### src/wpd_consts.svh
// Offsets, field positions, reset values and timing counts for the wake pin block
`ifndef WPD_CONSTS_SVH
`define WPD_CONSTS_SVH

// Register indices on the plain register port
`define WPD_ADDR_CTRL        4'h0
`define WPD_ADDR_BIAS        4'h1
`define WPD_ADDR_WAKE_STAT   4'h2
`define WPD_ADDR_LVL_STAT    4'h3
`define WPD_ADDR_IRQ_STAT    4'h4
`define WPD_ADDR_IRQ_CLR     4'h5
`define WPD_ADDR_IRQ_EN      4'h6
`define WPD_ADDR_MODE        4'h7

// Control register fields
`define WPD_CTRL_WAKE_EN     0
`define WPD_CTRL_CYCLIC      1
`define WPD_CTRL_PIN_MOD     2
`define WPD_CTRL_RESET       8'h00

// Bias register reset value (no current source)
`define WPD_BIAS_RESET       2'h0

// Interrupt bit layout
`define WPD_IRQ_WAKE_EDGE    0
`define WPD_IRQ_WAKE_UP      1
`define WPD_IRQ_RESTART      2
`define WPD_IRQ_WIDTH        3

// Wake filter time in ns and its cycle count at 100 MHz
`define WPD_FILTER_TIME_NS   16000
`define WPD_CLK_PERIOD_NS    10
`define WPD_FILTER_CYCLES    (`WPD_FILTER_TIME_NS / `WPD_CLK_PERIOD_NS)

`endif

### src/wpd_pkg.sv
// Types shared by the wake pin block
package wpd_pkg;

  // Device operating modes as seen by the wake pin logic
  typedef enum logic [2:0] {
    WPD_MODE_NORMAL   = 3'h0,
    WPD_MODE_STOP     = 3'h1,
    WPD_MODE_SLEEP    = 3'h2,
    WPD_MODE_FAILSAFE = 3'h3,
    WPD_MODE_RESTART  = 3'h4
  } wpd_mode_t;

  // Pull current source selection
  typedef enum logic [1:0] {
    WPD_BIAS_NONE = 2'h0,
    WPD_BIAS_DOWN = 2'h1,
    WPD_BIAS_UP   = 2'h2,
    WPD_BIAS_AUTO = 2'h3
  } wpd_bias_t;

endpackage

### src/wake_pin_detector.sv
// Wake pin detector: filter, wake/interrupt, bias control and registers
//
// Operation
// - Both pin edges are wake events
// - Enabled edge: interrupt in Normal/Stop, wake Sleep
// - Any edge in Fail-Safe enters Restart
// - Pin level picks buck modulation in Stop
// - Modulation select uses unfiltered pin level
// - Static or cyclic sensing selectable
// - Edge accepted after 16 us filter
// - Enable bit gates wake and interrupt
// - Pin level readable in Normal/Stop
// - Pin wake sets wake-source flag
// - Bias code: none, pull-down, pull-up
// - Both bias bits: automatic follow switching
// - Edge and wake interrupts only when enabled as wake source; restart is not gated
// - Level status never raises interrupts
// - Wake flag sticky until software clears
//
// Register map on the plain register port
//   0 control: bit0 wake enable, bit1 cyclic sensing,
//     bit2 pin level picks buck modulation in Stop
//   1 bias select: 00 none, 01 pull-down, 10 pull-up, 11 automatic
//   2 wake status: bit0 pin wake-source flag, write one to clear
//   3 level status: bit0 synchronised pin, zero outside Normal/Stop
//   4 interrupt status: bit2 restart, bit1 wake, bit0 edge; read only
//   5 interrupt clear: write one to clear a status bit, reads zero
//   6 interrupt enable: same layout as the status register
//   7 mode readback: the device mode as this block sees it
//
// Limitations: a cyclic window shorter than the filter time never
// accepts an edge, because closing the window restarts the count.
// Pin pulses shorter than the filter time are lost for good; the
// level status bit may still show them, since it skips the filter.

`timescale 1ns/1ns
`include "wpd_consts.svh"
module wake_pin_detector #(
  parameter int FILTER_CYCLES = `WPD_FILTER_CYCLES
) (
  input  wire logic                  sys_clk,
  input  wire logic                  rst,
  input  wire logic [3:0]            regAddr,
  input  wire logic [7:0]            regWrData,
  input  wire logic                  regWrStb,
  input  wire logic                  regRdStb,
  output logic      [7:0]            regRdData,
  input  wire logic                  wakePin,
  input  wire wpd_pkg::wpd_mode_t    deviceMode,
  input  wire logic                  cyclicWindow,
  output logic                       pullUpEn,
  output logic                       pullDownEn,
  output logic                       pulseFreqModSel,
  output logic                       wakeRequest,
  output logic                       restartRequest,
  output logic                       irqOut
);
  import wpd_pkg::*;

  // Pin path
  logic                      pinSync;
  logic                      pinFilt;
  logic                      filtEdge;
  logic                      sampleEn;
  logic                      modSelNext;
  logic                      levelStatus;

  // Software-visible state
  logic [7:0]                ctrlReg;
  logic [1:0]                biasReg;
  logic                      wakeFlagReg;
  logic [`WPD_IRQ_WIDTH-1:0] irqStatReg;
  logic [`WPD_IRQ_WIDTH-1:0] irqEnReg;
  logic [7:0]                rdDataNext;

  // Event decode and interrupt bookkeeping
  logic [`WPD_IRQ_WIDTH-1:0] irqEvt;
  logic [`WPD_IRQ_WIDTH-1:0] irqClrMask;
  logic [`WPD_IRQ_WIDTH-1:0] irqStatNext;
  logic                      wakeEn;
  logic                      activeMode;
  logic                      edgeIrq;
  logic                      edgeWake;
  logic                      edgeRestart;

  // Bias decode
  logic                      biasUpNext;
  logic                      biasDownNext;

  // Write strobes, one per writable register
  logic                      wrCtrl;
  logic                      wrBias;
  logic                      wrWakeStat;
  logic                      wrIrqClr;
  logic                      wrIrqEn;

  // Synchronise the pin before any use, so the filter, level status
  // and modulation select all see one and the same value
  wpd_sync u_sync (
    .sys_clk (sys_clk),
    .rst     (rst),
    .asyncIn (wakePin),
    .syncOut (pinSync)
  );

  // Cyclic sensing only samples inside the active window
  assign sampleEn = !ctrlReg[`WPD_CTRL_CYCLIC] || cyclicWindow;

  // Glitch filter qualifies both edge directions
  // Runs on sys_clk; FILTER_CYCLES sets the filter time at this rate
  wpd_filter #(
    .FILTER_CYCLES (FILTER_CYCLES)
  ) u_filter (
    .sys_clk   (sys_clk),
    .rst       (rst),
    .levelIn   (pinSync),
    .sampleEn  (sampleEn),
    .levelOut  (pinFilt),
    .edgePulse (filtEdge)
  );

  // Event decode by mode
  // Sleep wake and Normal/Stop interrupt share the one enable bit
  assign wakeEn      = ctrlReg[`WPD_CTRL_WAKE_EN];
  assign activeMode  = (deviceMode == WPD_MODE_NORMAL) ||
                       (deviceMode == WPD_MODE_STOP);
  assign edgeIrq     = filtEdge && wakeEn && activeMode;
  assign edgeWake    = filtEdge && wakeEn &&
                       (deviceMode == WPD_MODE_SLEEP);
  // Fail-Safe exit does not depend on the enable bit
  assign edgeRestart = filtEdge &&
                       (deviceMode == WPD_MODE_FAILSAFE);

  // Level status is not an interrupt source at all
  assign irqEvt = {edgeRestart, edgeWake, edgeIrq};

  // Write decode
  assign wrCtrl   = regWrStb && (regAddr == `WPD_ADDR_CTRL);
  assign wrBias   = regWrStb && (regAddr == `WPD_ADDR_BIAS);
  assign wrWakeStat = regWrStb && (regAddr == `WPD_ADDR_WAKE_STAT);
  assign wrIrqClr = regWrStb && (regAddr == `WPD_ADDR_IRQ_CLR);
  assign wrIrqEn  = regWrStb && (regAddr == `WPD_ADDR_IRQ_EN);

  // Control register
  always_ff @(posedge sys_clk) begin
    if (rst) begin
      ctrlReg <= `WPD_CTRL_RESET;
    end else if (wrCtrl) begin
      ctrlReg <= {5'h00, regWrData[2:0]};
    end
  end

  // Bias select register
  always_ff @(posedge sys_clk) begin
    if (rst) begin
      biasReg <= `WPD_BIAS_RESET;
    end else if (wrBias) begin
      biasReg <= regWrData[1:0];
    end
  end

  // Pin wake-source flag, set by any pin edge that raises an edge, wake or restart event;
  // a new event wins over a clear in the same cycle
  always_ff @(posedge sys_clk) begin
    if (rst) begin
      wakeFlagReg <= 1'b0;
    end else if (edgeWake || edgeRestart || edgeIrq) begin
      wakeFlagReg <= 1'b1;
    end else if (wrWakeStat && regWrData[0]) begin
      wakeFlagReg <= 1'b0;
    end
  end

  // Clear mask from the write-only clear register
  assign irqClrMask  = wrIrqClr ? regWrData[`WPD_IRQ_WIDTH-1:0] : '0;
  // A new event wins over a clear in the same cycle
  assign irqStatNext = (irqStatReg & ~irqClrMask) | irqEvt;

  // Sticky interrupt status
  always_ff @(posedge sys_clk) begin
    if (rst) begin
      irqStatReg <= '0;
    end else begin
      irqStatReg <= irqStatNext;
    end
  end

  // Interrupt enable register
  always_ff @(posedge sys_clk) begin
    if (rst) begin
      irqEnReg <= '0;
    end else if (wrIrqEn) begin
      irqEnReg <= regWrData[`WPD_IRQ_WIDTH-1:0];
    end
  end

  // Level interrupt output from registers
  // Registered so the output never glitches on a decode hazard
  always_ff @(posedge sys_clk) begin
    if (rst) begin
      irqOut <= 1'b0;
    end else begin
      irqOut <= |(irqStatReg & irqEnReg);
    end
  end

  // One-cycle wake and restart requests to the mode controller;
  // the controller must latch them, they are not held
  always_ff @(posedge sys_clk) begin
    if (rst) begin
      wakeRequest    <= 1'b0;
      restartRequest <= 1'b0;
    end else begin
      wakeRequest    <= edgeWake;
      restartRequest <= edgeRestart;
    end
  end

  // Bias code decode; auto mode follows the filtered level so a
  // glitch never flips the current source
  always_comb begin
    biasUpNext   = 1'b0;
    biasDownNext = 1'b0;
    case (wpd_bias_t'(biasReg))
      WPD_BIAS_NONE: begin
        biasUpNext   = 1'b0;
        biasDownNext = 1'b0;
      end
      WPD_BIAS_DOWN: begin
        biasUpNext   = 1'b0;
        biasDownNext = 1'b1;
      end
      WPD_BIAS_UP: begin
        biasUpNext   = 1'b1;
        biasDownNext = 1'b0;
      end
      WPD_BIAS_AUTO: begin
        biasUpNext   = pinFilt;
        biasDownNext = !pinFilt;
      end
      default: begin
        biasUpNext   = 1'b0;
        biasDownNext = 1'b0;
      end
    endcase
  end

  // Bias current enables from flip-flops
  always_ff @(posedge sys_clk) begin
    if (rst) begin
      pullUpEn   <= 1'b0;
      pullDownEn <= 1'b0;
    end else begin
      pullUpEn   <= biasUpNext;
      pullDownEn <= biasDownNext;
    end
  end

  // Modulation select uses the raw synced level: the host drives a
  // defined level here, so waiting out the filter only adds delay
  assign modSelNext = ctrlReg[`WPD_CTRL_PIN_MOD] &&
                      (deviceMode == WPD_MODE_STOP) &&
                      !pinSync;

  // Registered so the buck converter sees a clean level
  always_ff @(posedge sys_clk) begin
    if (rst) begin
      pulseFreqModSel <= 1'b0;
    end else begin
      pulseFreqModSel <= modSelNext;
    end
  end

  // Level status reads zero outside Normal and Stop
  assign levelStatus = pinSync && activeMode;

  // Read multiplexer; write-only and unmapped indices read zero
  always_comb begin
    rdDataNext = 8'h00;
    if (regRdStb) begin
      case (regAddr)
        `WPD_ADDR_CTRL:      rdDataNext = ctrlReg;
        `WPD_ADDR_BIAS:      rdDataNext = {6'h00, biasReg};
        `WPD_ADDR_WAKE_STAT: rdDataNext = {7'h00, wakeFlagReg};
        `WPD_ADDR_LVL_STAT:  rdDataNext = {7'h00, levelStatus};
        `WPD_ADDR_IRQ_STAT:  rdDataNext = {5'h00, irqStatReg};
        `WPD_ADDR_IRQ_EN:    rdDataNext = {5'h00, irqEnReg};
        `WPD_ADDR_MODE:      rdDataNext = {5'h00, deviceMode};
        default:             rdDataNext = 8'h00;
      endcase
    end
  end

  // Read data stands for exactly one cycle after the strobe
  always_ff @(posedge sys_clk) begin
    if (rst) begin
      regRdData <= 8'h00;
    end else begin
      regRdData <= rdDataNext;
    end
  end

endmodule

### src/wpd_filter.sv
// Glitch filter: accepts a new level after it holds for FILTER_CYCLES
`timescale 1ns/1ns
module wpd_filter #(
  parameter int FILTER_CYCLES = 1600
) (
  input  wire logic sys_clk,
  input  wire logic rst,
  input  wire logic levelIn,
  input  wire logic sampleEn,
  output logic      levelOut,
  output logic      edgePulse
);

  localparam int CW = $clog2(FILTER_CYCLES + 1);

  logic [CW-1:0] countReg;

  // Count while input differs; any reversal restarts the count
  always_ff @(posedge sys_clk) begin
    if (rst) begin
      countReg  <= '0;
      levelOut  <= 1'b0;
      edgePulse <= 1'b0;
    end else begin
      edgePulse <= 1'b0;
      if (!sampleEn || levelIn == levelOut) begin
        countReg <= '0;
      end else if (countReg == CW'(FILTER_CYCLES - 1)) begin
        countReg  <= '0;
        levelOut  <= levelIn;
        edgePulse <= 1'b1;
      end else begin
        countReg <= countReg + 1'b1;
      end
    end
  end

endmodule

### src/wpd_sync.sv
// Two-stage synchroniser for the asynchronous wake pin
`timescale 1ns/1ns
module wpd_sync (
  input  wire logic sys_clk,
  input  wire logic rst,
  input  wire logic asyncIn,
  output logic      syncOut
);

  logic stage1Reg;

  // First stage feeds only the second stage
  always_ff @(posedge sys_clk) begin
    if (rst) begin
      stage1Reg <= 1'b0;
      syncOut   <= 1'b0;
    end else begin
      stage1Reg <= asyncIn;
      syncOut   <= stage1Reg;
    end
  end

endmodule

### config.mk
export PLATFORM = sky130hd
export DESIGN_NAME = wake_pin_detector
export DESIGN_NICKNAME = d
export VERILOG_FILES = /design/src/wpd_pkg.sv /design/src/wake_pin_detector.sv /design/src/wpd_filter.sv /design/src/wpd_sync.sv
export VERILOG_INCLUDE_DIRS = /design/src
export SDC_FILE = /design/constraint.sdc
export NUM_CORES = 1
export LEC_CHECK = 0
export BUFFER_PORTS_ARGS = -buffer_cell sky130_fd_sc_hd__buf_2
export CORE_MARGIN = 10
export CORE_UTILIZATION = 56
export CTS_BUF_LIST = sky130_fd_sc_hd__clkbuf_4
export CTS_CLUSTER_SIZE = 30
export DETAILED_ROUTE_END_ITERATION = 6
export GPL_TIMING_DRIVEN = 0
export PLACE_DENSITY = 0.82
export SLEW_MARGIN = 20
export SYNTH_ARGS = -nofsm -noshare
export SYNTH_HDL_FRONTEND = slang
export SYNTH_SLANG_ARGS = --single-unit
### constraint.sdc
create_clock -name sys_clk -period 1.5 [get_ports sys_clk]
set_input_delay 0.075 -clock sys_clk [delete_from_list [all_inputs] [get_ports sys_clk]]
set_output_delay 0.075 -clock sys_clk [all_outputs]
set_load 0.05 [all_outputs]
==> run_results.csv <==
group,metric,value,unit
final_layout,final_common_cell,"dfxtp_1",
placed_design,gp_congestion,0.972,
logic_synthesis,ys.flop_type,"dfxtp_1",
logic_synthesis,yosysSeqAreaShare,0.444,
route,drcViolationCount,0,
route,vias,1437,
route,drt-initial-drc-count,100,
min_path,hold_end,"ctrlReg[1]",
clock_tree,post-cts-setup-buffer-count,0,
status,outcome,"complete, no violations",
logic_synthesis,ys_seq_elements,36,
min_path,hold_depth,3,
worst_setup_path,path_buf_inv,0,
power_and_ir_drop,total_power,1.61,mW
worst_setup_path,reg2regPathDepth,4,
die,dieArea,5450,µm²
clock_tree,clkSinkCount,36,
sta,setup_tns,0,ps
route,drt_pass1_iterations,6,
die,die_w,73.9,µm
logic_synthesis,ys_types,46,
sta,worstMarginPinSlew,627,ps
sta,setup_violations,0,
sta,fin_crit_sh,0.948,
grt,grt_pass1_wl,6.13,mm
worst_setup_path,cp.arrival,1640,ps
min_path,holdCritPathClass,"in2reg",
final_layout,post-route-util,0.691,
die,rows,19,
placed_design,place_area,1800,µm²
logic_synthesis,synthArstFlopShare,0,
die,pin_count,35,
sta,hold_violations,0,
sta,maxSlewHeadroom,0.581,
logic_synthesis,synth-edff-count,0,
worst_setup_path,crit_fanout,8,
logic_synthesis,ys_warn_count,0,
sta,worst_clock_skew,3.80,ps
clock_tree,cts_buffers,5,
worst_setup_path,cpPeakStageDelay,530,ps
grt,grt_usage,0.141,
worst_setup_path,critical_path_required,1720,ps
route,drtAntennaViolNets,0,
die,coreArea,2760,µm²
worst_setup_path,slowest_stage,"or4_1",
die,fp.dieH,73.9,µm
worst_setup_path,r2r_start,"u_filter.countReg[5]",
clock_tree,cts.path.max_buffers,2,
worst_setup_path,cp_top_family,"simple AND/OR/NAND/NOR gates",
logic_synthesis,syn_inst,184,
logic_synthesis,syn_area,1620,µm²
worst_setup_path,reg2reg_setup_slack,80,ps
worst_setup_path,regToRegEndpoint,"u_filter.countReg[10]",
grt,grt_max_degree,11,
sta,drv_slew,0,
clock_tree,h-tree-depth,2,
worst_setup_path,path_cells,"nand3_2 -> or4_1 -> a21oi_2 -> nor4_2",
final_layout,postLayoutCellArea,1910,µm²
sta,period_needed,1420,ps
grt,grt_pass1_vias,1383,
clock_tree,clk_root_buffer_cell,"clkbuf_4",
die,start_util,0.589,
worst_setup_path,crit_type,"reg2reg",
clock_tree,clkTransAtPathRegs,100,ps
clock_tree,cts_tree,"built",
route,wirelength,3.74,mm
final_layout,drive_gt1_frac,0.261,
final_layout,layout.nets,244,
route,viasPerCell,5.68,
worst_setup_path,crit_path_end_kind,"register",
placed_design,portBuffers,24,
logic_synthesis,avgSynthCellArea,8.83,µm²
min_path,min-delay-start,"regWrData[1]",
final_layout,diodes,0,
power_and_ir_drop,power_density,846,nW/µm²
clock_tree,clk_latency,330,ps
final_layout,final_cell_mix,"dfxtp_1, buf_2, nor2_1",
worst_setup_path,worstSetupStartpointType,"register",
sta,max_freq,704,MHz
placed_design,dp_hpwl,2.90,mm
grt,antenna_found_initial,0,
power_and_ir_drop,power_leakage,0.755,nW
final_layout,area_growth,17.4,%
flow_run,drv_cap,0,
power_and_ir_drop,ir_drop,846,µV
grt,grt-ovfl-total,0,
sta,rsz0062_at_grt,"no",
route,wl_per_cell,14.8,µm
power by group:
group | switching [mW] | internal, mW
registers | 0.00562 | 0.962
clock network | 0.297 | 0.191
logic | 0.0989 | 0.0589
total | 0.401 | 1.21
how the worst max path moves through the flow:
| stage | start | to | slack [ps] | cells past startpoint |
|---|---|---|---|---|
| final | u_filter.countReg[5] | u_filter.countReg[10] | 80 | 4 |
| after floorplan | u_filter.countReg[0] | u_filter.countReg[10] | 110 | 5 |
| after global placement | u_filter.countReg[0] | u_filter.countReg[10] | 40 | 5 |
| after global routing | u_filter.countReg[0] | u_filter.countReg[10] | 3 | 5 |
| after detailed placement | u_filter.countReg[8] | u_filter.levelOut | -30 | 4 |
| after CTS | u_filter.countReg[0] | u_filter.countReg[10] | 10 | 5 |
registers in the layout, indices dropped and copies added (netlist names), 2 cells and up:
name,flops
u_filter.countReg,11
ctrlReg,3
irqEnReg,3
irqStatReg,3
regRdData,3
biasReg,2
final cells by class:
| cell class | instances | area [µm²] |
|---|---|---|
| multi-input cells | 133 | 841 |
| flip-flops and latches | 36 | 726 |
| fillers | 215 | 851 |
| clock buffers | 6 | 45.0 |
| repair buffers | 27 | 150 |
| inverters | 8 | 30.0 |
| clock inverters | 1 | 5.00 |
| plain buffers | 11 | 71.3 |
| well taps | 31 | 38.8 |
worst min-delay path: stages:
cell and delay, ps:
buf_2 130, nand3_1 70, a21oi_1 50
stage by stage:
step / worst slack, ps / std cells / hold WS [ps]
global placement: 35.2 / 243 / 293
CTS: 11.0 / 253 / 14.9
finish: 78.7 / 253 / 27.8
global route: 2.51 / 253 / 25.1
floorplan: 106 / 188 / 169
detailed placement: -25.0 / 243 / 305
cell usage after synthesis (2+ instances only):
cell      count  area share
a21oi_1      12       0.037
and3_1        3       0.012
buf_1         2      0.0046
buf_2         2      0.0062
buf_4         5       0.023
dfxtp_1      36        0.44
inv_1         8       0.018
mux2_2        3       0.021
mux2i_1       7       0.043
nand2_1      14       0.032
nand2b_1      2      0.0077
nand3_1      13       0.040
nand3b_1      2      0.0092
nand4b_1      3       0.016
nor2_1       23       0.053
nor2b_1       3       0.012
nor3_1        5       0.015
nor4_1        3       0.012
o21ai_0       4       0.012
or2_2         2      0.0077
xnor2_1       6       0.032
xor2_1        2       0.011
cell families after synthesis:
logic type | count (synthesis) | synth area share
adders and majority gates | 1 | 0.00770
and+or+nand+nor | 83 | 0.276
xor gates and xnor gates | 8 | 0.0431
muxes | 10 | 0.0639
buffers and inverters | 19 | 0.0616
DFF | 36 | 0.444
AOI/OAI and AO/OA | 26 | 0.102
other | 1 | 0.00231
routing by layer:
metal | track usage | vias to the layer above | wire [µm] | share of wire
li1 | - | 709 | - | -
met1 | 0.162 | 663 | 1530 | 0.41
met4 | 0.0683 | 0 | 89 | 0.024
met5 | 0 | - | 0 | 0
met3 | 0.0565 | 11 | 346 | 0.093
met2 | 0.220 | 54 | 1770 | 0.47
what timing repair did:
action / in CTS / in global routing
setup endpoints to repair: 2 / 8
endpoints found under the hold margin: 2 / 0
hold buffers: 3 / 0
resized for setup: 2 / 7
Note: power is estimated with default switching activity, not from simulation.
